--- src/design/rctr_consts.vh ---
// constants for the rms configuration and output trigger register bank
`ifndef RCTR_CONSTS_VH
`define RCTR_CONSTS_VH

`define RCTR_ADDR_W 8
`define RCTR_DATA_W 8
`define RCTR_NUM_CH 8
`define RCTR_NUM_OUT 5

`define RCTR_OFS_ROOT_MEAN_SQUARE_CONFIG 8'hC0
`define RCTR_OFS_RMS_LOW 8'hC1
`define RCTR_OFS_RMS_HIGH 8'hC2
`define RCTR_OFS_OUT0_MASK 8'hC3
`define RCTR_OFS_OUT1_MASK 8'hC5
`define RCTR_OFS_OUT2_MASK 8'hC7
`define RCTR_OFS_OUT3_MASK 8'hC9
`define RCTR_OFS_OUT4_MASK 8'hCB

`define RCTR_RST_ROOT_MEAN_SQUARE_CONFIG 8'h00
`define RCTR_RST_RMS_RESULT 16'h0000
`define RCTR_RST_OUT0_MASK 8'h02
`define RCTR_RST_OUT1_MASK 8'h01
`define RCTR_RST_OUT2_MASK 8'h08
`define RCTR_RST_OUT3_MASK 8'h04
`define RCTR_RST_OUT4_MASK 8'h20

`define RCTR_CFG_CHAN_HI 7
`define RCTR_CFG_CHAN_LO 4
`define RCTR_CFG_RSVD_BIT 3
`define RCTR_CFG_DC_BIT 2
`define RCTR_CFG_LEN_HI 1
`define RCTR_CFG_LEN_LO 0

`define RCTR_WIN_W 17
`define RCTR_WIN_1K 17'h00400
`define RCTR_WIN_4K 17'h01000
`define RCTR_WIN_16K 17'h04000
`define RCTR_WIN_64K 17'h10000

`endif

--- src/design/rctr_regs.v ---
// rms configuration, rms result and output trigger mask register bank
`timescale 1ns/10ps
`default_nettype none
`include "rctr_consts.vh"
module rctr_regs (
  input wire clk_in,
  input wire rst_b_in,
  input wire [`RCTR_ADDR_W-1:0] reg_addr_in,
  input wire [`RCTR_DATA_W-1:0] reg_wdata_in,
  input wire reg_wr_in,
  input wire reg_rd_in,
  output reg [`RCTR_DATA_W-1:0] reg_rdata_out,
  output reg reg_rvalid_out,
  output reg reg_err_out,
  input wire [15:0] rms_result_in,
  input wire rms_done_in,
  input wire [`RCTR_NUM_CH-1:0] alert_flags_in,
  output reg [3:0] rms_channel_select_out,
  output reg dc_removal_enable_out,
  output reg [1:0] window_length_code_out,
  output reg [`RCTR_WIN_W-1:0] window_samples_out,
  output reg root_mean_square_config_changed_out,
  output wire [`RCTR_NUM_OUT-1:0] output_trigger_out,
  output wire [`RCTR_NUM_OUT-1:0] output_event_out
);

  // decode of the window code into a sample count
  function [`RCTR_WIN_W-1:0] win_samples;
    input [1:0] code;
    begin
      case (code)
        2'h0: win_samples = `RCTR_WIN_1K;
        2'h1: win_samples = `RCTR_WIN_4K;
        2'h2: win_samples = `RCTR_WIN_16K;
        default: win_samples = `RCTR_WIN_64K;
      endcase
    end
  endfunction

  // index of an output mask register, or 3'h7 if the address is not one
  function [2:0] mask_index;
    input [`RCTR_ADDR_W-1:0] addr;
    begin
      case (addr)
        `RCTR_OFS_OUT0_MASK: mask_index = 3'h0;
        `RCTR_OFS_OUT1_MASK: mask_index = 3'h1;
        `RCTR_OFS_OUT2_MASK: mask_index = 3'h2;
        `RCTR_OFS_OUT3_MASK: mask_index = 3'h3;
        `RCTR_OFS_OUT4_MASK: mask_index = 3'h4;
        default: mask_index = 3'h7;
      endcase
    end
  endfunction

  // configuration fields
  reg [3:0] chan_q;
  reg [3:0] chan_d;
  reg dc_en_q;
  reg dc_en_d;
  reg [1:0] win_code_q;
  reg [1:0] win_code_d;

  // result held as one word, loaded whole; the two bytes are read separately, so a done between the reads mixes two computations
  reg [15:0] result_q;
  reg [15:0] result_d;

  // output trigger masks, one register per output
  reg [`RCTR_DATA_W-1:0] mask0_q;
  reg [`RCTR_DATA_W-1:0] mask1_q;
  reg [`RCTR_DATA_W-1:0] mask2_q;
  reg [`RCTR_DATA_W-1:0] mask3_q;
  reg [`RCTR_DATA_W-1:0] mask4_q;
  wire [`RCTR_NUM_OUT-1:0] mask_we;
  wire [`RCTR_DATA_W-1:0] cfg_rst;

  wire [2:0] wr_mask_idx;
  wire [2:0] rd_mask_idx;
  wire wr_cfg;
  wire wr_mask;
  wire rd_mapped;
  wire wr_mapped;
  wire [`RCTR_DATA_W-1:0] cfg_view;
  reg [`RCTR_DATA_W-1:0] rdata_d;
  reg err_d;

  assign wr_mask_idx = mask_index(reg_addr_in);
  assign rd_mask_idx = wr_mask_idx;
  assign wr_cfg = reg_wr_in & (reg_addr_in == `RCTR_OFS_ROOT_MEAN_SQUARE_CONFIG);
  assign wr_mask = reg_wr_in & (wr_mask_idx != 3'h7);
  // one write enable per mask register
  assign mask_we[0] = wr_mask & (wr_mask_idx == 3'h0);
  assign mask_we[1] = wr_mask & (wr_mask_idx == 3'h1);
  assign mask_we[2] = wr_mask & (wr_mask_idx == 3'h2);
  assign mask_we[3] = wr_mask & (wr_mask_idx == 3'h3);
  assign mask_we[4] = wr_mask & (wr_mask_idx == 3'h4);
  // reset image of the configuration byte, split into its fields
  assign cfg_rst = `RCTR_RST_ROOT_MEAN_SQUARE_CONFIG;

  // result bytes are mapped for reads only; writes to them are refused
  assign rd_mapped = (reg_addr_in == `RCTR_OFS_ROOT_MEAN_SQUARE_CONFIG) |
                     (reg_addr_in == `RCTR_OFS_RMS_LOW) |
                     (reg_addr_in == `RCTR_OFS_RMS_HIGH) |
                     (rd_mask_idx != 3'h7);
  assign wr_mapped = (reg_addr_in == `RCTR_OFS_ROOT_MEAN_SQUARE_CONFIG) |
                     (wr_mask_idx != 3'h7);

  // reserved bit is a hard zero, no storage behind it
  assign cfg_view = {chan_q, 1'b0, dc_en_q, win_code_q};

  // configuration next state, one field at a time
  always @* begin
    chan_d = chan_q;
    if (wr_cfg) begin
      chan_d = reg_wdata_in[`RCTR_CFG_CHAN_HI:`RCTR_CFG_CHAN_LO];
    end
  end

  always @(posedge clk_in) begin
    if (!rst_b_in) begin
      chan_q <= cfg_rst[`RCTR_CFG_CHAN_HI:`RCTR_CFG_CHAN_LO];
    end else begin
      chan_q <= chan_d;
    end
  end

  always @* begin
    dc_en_d = dc_en_q;
    if (wr_cfg) begin
      dc_en_d = reg_wdata_in[`RCTR_CFG_DC_BIT];
    end
  end

  always @(posedge clk_in) begin
    if (!rst_b_in) begin
      dc_en_q <= cfg_rst[`RCTR_CFG_DC_BIT];
    end else begin
      dc_en_q <= dc_en_d;
    end
  end

  always @* begin
    win_code_d = win_code_q;
    if (wr_cfg) begin
      win_code_d = reg_wdata_in[`RCTR_CFG_LEN_HI:`RCTR_CFG_LEN_LO];
    end
  end

  always @(posedge clk_in) begin
    if (!rst_b_in) begin
      win_code_q <= cfg_rst[`RCTR_CFG_LEN_HI:`RCTR_CFG_LEN_LO];
    end else begin
      win_code_q <= win_code_d;
    end
  end

  // result capture: one 16-bit load, never byte by byte
  always @* begin
    result_d = result_q;
    if (rms_done_in) begin
      result_d = rms_result_in;
    end
  end

  always @(posedge clk_in) begin
    if (!rst_b_in) begin
      result_q <= `RCTR_RST_RMS_RESULT;
    end else begin
      result_q <= result_d;
    end
  end

  // one register per mask, each with its own reset value
  always @(posedge clk_in) begin
    if (!rst_b_in) begin
      mask0_q <= `RCTR_RST_OUT0_MASK;
    end else if (mask_we[0]) begin
      mask0_q <= reg_wdata_in;
    end
  end

  always @(posedge clk_in) begin
    if (!rst_b_in) begin
      mask1_q <= `RCTR_RST_OUT1_MASK;
    end else if (mask_we[1]) begin
      mask1_q <= reg_wdata_in;
    end
  end

  always @(posedge clk_in) begin
    if (!rst_b_in) begin
      mask2_q <= `RCTR_RST_OUT2_MASK;
    end else if (mask_we[2]) begin
      mask2_q <= reg_wdata_in;
    end
  end

  always @(posedge clk_in) begin
    if (!rst_b_in) begin
      mask3_q <= `RCTR_RST_OUT3_MASK;
    end else if (mask_we[3]) begin
      mask3_q <= reg_wdata_in;
    end
  end

  always @(posedge clk_in) begin
    if (!rst_b_in) begin
      mask4_q <= `RCTR_RST_OUT4_MASK;
    end else if (mask_we[4]) begin
      mask4_q <= reg_wdata_in;
    end
  end

  // read mux; a write and a read in one cycle return the old value
  always @* begin
    rdata_d = 8'h00;
    case (reg_addr_in)
      `RCTR_OFS_ROOT_MEAN_SQUARE_CONFIG: rdata_d = cfg_view;
      `RCTR_OFS_RMS_LOW: rdata_d = result_q[7:0];
      `RCTR_OFS_RMS_HIGH: rdata_d = result_q[15:8];
      `RCTR_OFS_OUT0_MASK: rdata_d = mask0_q;
      `RCTR_OFS_OUT1_MASK: rdata_d = mask1_q;
      `RCTR_OFS_OUT2_MASK: rdata_d = mask2_q;
      `RCTR_OFS_OUT3_MASK: rdata_d = mask3_q;
      `RCTR_OFS_OUT4_MASK: rdata_d = mask4_q;
      default: rdata_d = 8'h00;
    endcase
  end

  // error on unmapped read, or on a write to an unmapped or read-only byte
  always @* begin
    err_d = 1'b0;
    if (reg_rd_in & ~rd_mapped) begin
      err_d = 1'b1;
    end
    if (reg_wr_in & ~wr_mapped) begin
      err_d = 1'b1;
    end
  end

  // data only moves on a read so a stale answer stays put
  always @(posedge clk_in) begin
    if (!rst_b_in) begin
      reg_rdata_out <= 8'h00;
    end else if (reg_rd_in) begin
      reg_rdata_out <= rd_mapped ? rdata_d : 8'h00;
    end
  end

  always @(posedge clk_in) begin
    if (!rst_b_in) begin
      reg_rvalid_out <= 1'b0;
      reg_err_out <= 1'b0;
    end else begin
      reg_rvalid_out <= reg_rd_in;
      reg_err_out <= err_d;
    end
  end

  // configuration fields driven to the rms engine from next state
  always @(posedge clk_in) begin
    if (!rst_b_in) begin
      rms_channel_select_out <= cfg_rst[`RCTR_CFG_CHAN_HI:`RCTR_CFG_CHAN_LO];
    end else begin
      rms_channel_select_out <= chan_d;
    end
  end

  always @(posedge clk_in) begin
    if (!rst_b_in) begin
      dc_removal_enable_out <= cfg_rst[`RCTR_CFG_DC_BIT];
    end else begin
      dc_removal_enable_out <= dc_en_d;
    end
  end

  always @(posedge clk_in) begin
    if (!rst_b_in) begin
      window_length_code_out <= cfg_rst[`RCTR_CFG_LEN_HI:`RCTR_CFG_LEN_LO];
    end else begin
      window_length_code_out <= win_code_d;
    end
  end

  always @(posedge clk_in) begin
    if (!rst_b_in) begin
      window_samples_out <= `RCTR_WIN_1K;
    end else begin
      window_samples_out <= win_samples(win_code_d);
    end
  end

  always @(posedge clk_in) begin
    if (!rst_b_in) begin
      root_mean_square_config_changed_out <= 1'b0;
    end else begin
      // a write to the configuration byte restarts the window; a half-old window would be garbage
      root_mean_square_config_changed_out <= wr_cfg;
    end
  end

  // one trigger lane per output
  rctr_trig_lane u_lane0 (
    .clk_in(clk_in),
    .rst_b_in(rst_b_in),
    .mask_in(mask0_q),
    .alert_in(alert_flags_in),
    .level_out(output_trigger_out[0]),
    .event_out(output_event_out[0])
  );

  rctr_trig_lane u_lane1 (
    .clk_in(clk_in),
    .rst_b_in(rst_b_in),
    .mask_in(mask1_q),
    .alert_in(alert_flags_in),
    .level_out(output_trigger_out[1]),
    .event_out(output_event_out[1])
  );

  rctr_trig_lane u_lane2 (
    .clk_in(clk_in),
    .rst_b_in(rst_b_in),
    .mask_in(mask2_q),
    .alert_in(alert_flags_in),
    .level_out(output_trigger_out[2]),
    .event_out(output_event_out[2])
  );

  rctr_trig_lane u_lane3 (
    .clk_in(clk_in),
    .rst_b_in(rst_b_in),
    .mask_in(mask3_q),
    .alert_in(alert_flags_in),
    .level_out(output_trigger_out[3]),
    .event_out(output_event_out[3])
  );

  rctr_trig_lane u_lane4 (
    .clk_in(clk_in),
    .rst_b_in(rst_b_in),
    .mask_in(mask4_q),
    .alert_in(alert_flags_in),
    .level_out(output_trigger_out[4]),
    .event_out(output_event_out[4])
  );

endmodule // rctr_regs
`default_nettype wire

--- src/design/rctr_trig_lane.v ---
// one output trigger lane: masked or of channel alerts with event pulse
`timescale 1ns/10ps
`default_nettype none
`include "rctr_consts.vh"
module rctr_trig_lane (
  input wire clk_in,
  input wire rst_b_in,
  input wire [`RCTR_NUM_CH-1:0] mask_in,
  input wire [`RCTR_NUM_CH-1:0] alert_in,
  output reg level_out,
  output reg event_out
);
  wire any_d;

  assign any_d = |(mask_in & alert_in);

  always @(posedge clk_in) begin
    if (!rst_b_in) begin
      level_out <= 1'b0;
      event_out <= 1'b0;
    end else begin
      level_out <= any_d;
      // one pulse per rising edge, so a held alert updates the output once
      event_out <= any_d & ~level_out;
    end
  end
endmodule // rctr_trig_lane
`default_nettype wire
--- config.mk ---
export PLATFORM = sky130hd
export DESIGN_NAME = rctr_regs
export DESIGN_NICKNAME = d
export VERILOG_FILES = /design/src/design/rctr_regs.v /design/src/design/rctr_trig_lane.v
export VERILOG_INCLUDE_DIRS = /design/src /design/src/design
export SDC_FILE = /design/constraint.sdc
export NUM_CORES = 1
export LEC_CHECK = 0
export ABC_AREA = 1
export BUFFER_PORTS_ARGS = -buffer_cell sky130_fd_sc_hd__buf_2
export CAP_MARGIN = 0
export CORE_MARGIN = 1
export CORE_UTILIZATION = 55
export CTS_CLUSTER_SIZE = 28
export DETAILED_ROUTE_END_ITERATION = 16
export PLACE_DENSITY = 0.8
export SYNTH_ARGS = -nofsm -noshare
export SYNTH_HDL_FRONTEND = slang
export SYNTH_SLANG_ARGS = --single-unit
--- constraint.sdc ---
create_clock -name clk_in -period 1.2 [get_ports clk_in]
set_input_delay 0.06 -clock clk_in [delete_from_list [all_inputs] [get_ports clk_in]]
set_output_delay 0.06 -clock clk_in [all_outputs]
set_load 0.005 [all_outputs]
-- Word level (Yosys, flattened, before mapping)
Index checks and enable logic that the tools add are counted.
- bits in registers: 101
- output and inout port bits: 45
- equal/unequal tests: 15
- muxes and demuxes: 7
- bitwise operators: 30
- reduce and logical (&&, ||, !) cells: 7
- operator list (kind ; number):
    8-bit == test (second input constant) ; 8
    8-bit case mux with 8 select lines ; 1
    17-bit case mux with 3 select lines ; 1
    8-bit bitwise AND ; 5
    8-bit OR reduction ; 5
    3-bit case mux with 5 select lines ; 1
    1-bit bitwise AND ; 14
    8-bit 2-to-1 mux ; 1
    1-bit NOT ; 7
    3-bit by 2-bit == test with 1-bit output (second input constant) ; 2
    1-bit OR ; 4
    3-bit by 1-bit == test with 1-bit output (second input constant) ; 1
    3-bit == test (second input constant) ; 1
    3-bit logical NOT ; 1
    3-bit != test (second input constant) ; 1
    2-bit by 1-bit == test with 1-bit output (second input constant) ; 1
    2-bit == test (second input constant) ; 1
    2-bit logical NOT ; 1
    1-bit 2-to-1 mux ; 2
    2-bit 2-to-1 mux ; 1

-- Logic depth before layout (Yosys ltp)
- depth after elaboration: 8
- gate-level depth with buffers: 11

-- Modules after synthesis
From an unflattened synthesis, not the netlist that was laid out.
- cell total of the unflattened synthesis: 629
- area, all modules: 4229.1 µm²
- by module, submodules not included (module ; instances ; cells an instance ; area an instance (µm²) ; sequential area each (µm²)):
    rctr_regs ; 1 ; 529 ; 3691.0 ; 1561.5
    rctr_trig_lane ; 5 ; 20 ; 107.6 ; 40.0

-- Worst setup path after synthesis
No wires, ideal clock.
- path kind: in2reg
- start point: input reg_addr_in[4]
- end point: register mask1_q[4]
- library setup time: 113 ps
- arrival: 1037 ps
- required time: 1087 ps
- setup slack: 50 ps
- cell stages on the path: 11
- buffers on the path: 1
- cell sequence: inv_1 > nand2_1 > nor2_4 > nand3_1 > nand3_4 > nand2_2 > nor2_4 > buf_6 > nand2_1 > nand2_1 > nor2_1
- word-level cells in the longest chain between the ends: 5
- elaborated cells between the ends (all ways): 10
- classes of those cells: 7 x eq/ne; 1 x mux; 2 x bitwise
- ends and longest elaborated chain (what ; line ; source):
    start: declaration ; rctr_regs.v:8 ; input wire [`RCTR_ADDR_W-1:0] reg_addr_in,
    8-bit == test ; rctr_regs.v:44 ; case (addr)
    3-bit case mux with 5 select lines (*) ; rctr_regs.v:44 ;
    3-bit != test ; rctr_regs.v:89 ; assign wr_mask = reg_wr_in & (wr_mask_idx != 3'h7);
    1-bit bitwise AND ; rctr_regs.v:89 ;
    1-bit bitwise AND (*) ; rctr_regs.v:92 ; assign mask_we[1] = wr_mask & (wr_mask_idx == 3'h1);
    end signal: assignment ; rctr_regs.v:183 ; mask1_q <= `RCTR_RST_OUT1_MASK;
    end signal: assignment ; rctr_regs.v:185 ; mask1_q <= reg_wdata_in;
    end: declaration ; rctr_regs.v:69 ; reg [`RCTR_DATA_W-1:0] mask1_q;
Every way passes the cells marked *; elsewhere a longest branch is shown, timed or not.
A chain may end at the register's enable or synchronous reset.

-- Final worst setup path
- start point: register mask2_q[2]
- end point: register u_lane2.event_out
- word-level cells in the longest chain between the ends: 3
- ends and longest elaborated chain (what ; line ; source):
    start: declaration ; rctr_regs.v:70 ; reg [`RCTR_DATA_W-1:0] mask2_q;
    start signal: assignment ; rctr_regs.v:191 ; mask2_q <= `RCTR_RST_OUT2_MASK;
    start signal: assignment ; rctr_regs.v:193 ; mask2_q <= reg_wdata_in;
    8-bit bitwise AND ; rctr_trig_lane.v:15 ; assign any_d = |(mask_in & alert_in);
    8-bit OR reduction ; rctr_trig_lane.v:15 ;
    1-bit bitwise AND ; rctr_trig_lane.v:24 ; event_out <= any_d & ~level_out;
    end signal: assignment ; rctr_trig_lane.v:24 ;
    end: declaration ; rctr_trig_lane.v:11 ; output reg event_out
No other way between the ends.

==> flow_metrics.py <==
metrics = {
    "critical_path": {
        "cp.required_ns": 1.45,
        "r2r_start": "mask2_q[2]",
        "regToRegSetupSlack_ns": 0.05,
        "crit_type": "flop to flop",
        "worstSetupStartpointType": "flop",
        "cp_max_fo": 3,
        "reg2reg_depth": 5,
        "worstSetupStartpoint": "mask2_q[2]",
        "endpoint_kind": "flop",
        "cp-endpoint": "u_lane2.event_out",
        "rr_endpoint": "u_lane2.event_out",
        "arrival_ns": 1.40,
    },
    "placement": {
        "gp_congestion": 0.909,
        "dp_hpwl_um": 8990,
        "io_buffer_count": 76,
        "post-place-cells": 782,
    },
    "floorplan": {
        "die-area_um2": 8110,
        "die_w_um": 90.1,
        "num_rows": 31,
        "core-area_um2": 7370,
        "die_h_um": 90.1,
        "pin_count": 90,
        "initial_utilization": 0.579,
    },
    "logic_synthesis": {
        "synth_warnings": 0,
        "synth.most_common_cell": "nand2_1",
        "synth-async-reset-ratio": 0,
        "syn_area_um2": 4260,
        "netlist-cell-type-count": 33,
        "syn_avg_cell_area_um2": 7.04,
        "synth_area_leader_cell": "dfxtp_1",
        "ys_top_cells_by_area": "dfxtp_1 (41%), nand2_1 (12%), nand3_1 (8.5%), nor2_1 (6.6%), buf_4 (5.5%)",
        "synth_ff_type": "dfxtp_1",
        "netlist.area_leader.share": 0.413,
        "syn_inst": 606,
        "synth_seq_cells": 88,
        "synth_edf_count": 0,
        "ys_seq_area_frac": 0.413,
        "synth_commonest_cells": "nand2_1 (138), dfxtp_1 (88), nor2_1 (75)",
    },
    "sta": {
        "min_period_ns": 1.15,
        "fmax_ghz": 0.870,
        "rsz0062_at_grt": "no",
        "fin_tns_setup_ns": 0,
        "setup_viol": 0,
        "slew_viol_final": 0,
        "skew_ns": 0.0154,
        "final-hold-violation-count": 0,
        "fin_crit_sh": 0.958,
        "hold_slack_ns": 0.00783,
    },
    "cells_and_area": {
        "drive_above_1_share": 0.216,
        "final_nets": 755,
        "insertedDiodeCount": 0,
        "fin_cells": 812,
        "syn_to_final_growth_pct": 22.9,
    },
    "clock_network": {
        "htreeDepth": 3,
        "root_buffer": "clkbuf_8",
        "cts_tree": "built",
        "clk_path_buf_depth": 2,
        "cts_setup_buffers": 0,
        "clock-sinks": 88,
        "cts_buffers": 9,
        "clock_latency_ns": 0.35,
        "cts.clk_slew.worst_paths_ns": 0.09,
    },
    "routing": {
        "vias_per_cell": 5.46,
        "wl_um": 12500,
        "vias": 4436,
        "first_iter_violations": 403,
        "wire_per_inst_um": 15.4,
        "first_pass_iters": 5,
        "drc_errors": 0,
        "antenna_left": 0,
    },
    "grt": {
        "grt_pass1_vias": 4126,
        "grtUsageTotal": 0.314,
        "grt_pass1_wl_um": 20200,
        "grt-ovfl-total": 0,
        "antenna_found_initial": 0,
        "grt_start_max_net_pins": 34,
    },
    "power": {
        "pwr_density_cell_nw_per_um2": 1110,
        "worst_ir_drop_vdd_uv": 912,
        "leakagePower_nw": 2.55,
    },
    "status": {
        "status": "completed",
    },
    "hold_path": {
        "hold_class": "primary input to flop",
    },
    "job": {
        "maxCapViolCount": 0,
    },
}
## cells in the final DEF, fill, tap and decap left out, types with 2 or more instances in the layout
cell             n
buf_2           76
conb_1          13
nor2_1          74
o21ai_0         31
inv_2            5
a21oi_1         46
o21ai_1          2
dfxtp_1         88
clkbuf_8        10
buf_12           7
a221oi_1         2
dlygate4sd3_1   15
clkinv_1         2
nand4_1         17
inv_1           43
nand2_1        138
nand2_2          7
nor2_2           4
buf_4           31
nor2_8           2
o22ai_1          2
o211ai_1         5
nand3_2          2
a22o_1           3
bufinv_16        2
nor2_4           4
nand3_1         72
## stage by stage
| stage | area [um^2] | utilization | power, mW | setup slack, ns |
|---|---|---|---|---|
| 2_1_floorplan | 4310 | - | 3.37 | 0.0505 |
| 3_3_place_gp | 4870 | 0.661 | 3.57 | -0.172 |
| 3_5_place_dp | 4870 | 0.661 | 3.58 | -0.263 |
| 4_1_cts | 5230 | 0.710 | 5.80 | 0.0652 |
| 5_1_grt | 5240 | 0.711 | 5.98 | 0.00644 |
| 6_report | 5240 | 0.711 | 5.80 | 0.0509 |
## worst max-delay path, stage by stage, from the launching register on
cell and delay [ns]:
dfxtp_1 0.35, nand2_1 0.07, nand4_1 0.16, or3_1 0.35, nand2_1 0.09, nor2_1 0.04
## layer usage
layer,vias to the layer above,GRT usage,wire [um]
met5,-,0,0
met4,0,0.133,439
met3,42,0.0465,1030
met2,234,0.500,5650
met1,2002,0.422,5400
li1,2158,-,-
## kinds of logic (layout without fill, tap and decap cells)
kind of cell | count (synthesis) | count (layout) | share of synthesized area
other | 1 | 13 | 0.000879
buffers and inverters | 99 | 193 | 0.117
AO/OA/AOI/OAI | 93 | 93 | 0.119
AND/OR/NAND/NOR | 325 | 326 | 0.350
flip-flops | 88 | 88 | 0.413
## worst min path at each step
| stage | endpoint | from | slack [ns] | cells after the start |
|---|---|---|---|---|
| global placement | result_q[1] | rms_result_in[1] | 0.28 | 3 |
| finish | result_q[11] | rst_b_in | 0.008 | 3 |
| global route | result_q[8] | rst_b_in | 0.03 | 3 |
| CTS | result_q[8] | rst_b_in | 0.001 | 3 |
| detailed placement | result_q[8] | rms_result_in[8] | 0.29 | 3 |
| floorplan | reg_rvalid_out | rst_b_in | 0.18 | 2 |
## final cells by class
cell class	instances	area, um^2
Clock inverter	3	67.6
Timing Repair Buffer	129	903
Inverter	50	188
Tap cell	99	124
Clock buffer	11	141
Multi-Input combinational cell	432	2060
Sequential cell	88	1760
Fill cell	624	2130
## timing repair
item	4_1_cts	5_1_grt
setup endpoints to repair	0	2
hold endpoints to repair	15	0
hold buffers	15	0
gates resized for setup	0	1
## where the power goes
part	internal (mW)	switching, mW
Combinational	0.218	0.346
Clock	1.21	1.01
Sequential	2.98	0.0270
## state kept, by name, summed over array words and instances, names as in the netlist, 2 cells and up
register,flops
result_q,16
mask2_q,8
mask3_q,8
mask0_q,8
window_samples_out,4
mask1_q,8
window_length_code_out,2
rms_channel_select_out,4
mask4_q,8
reg_rdata_out,8
Power figures use the tool's default switching activity.
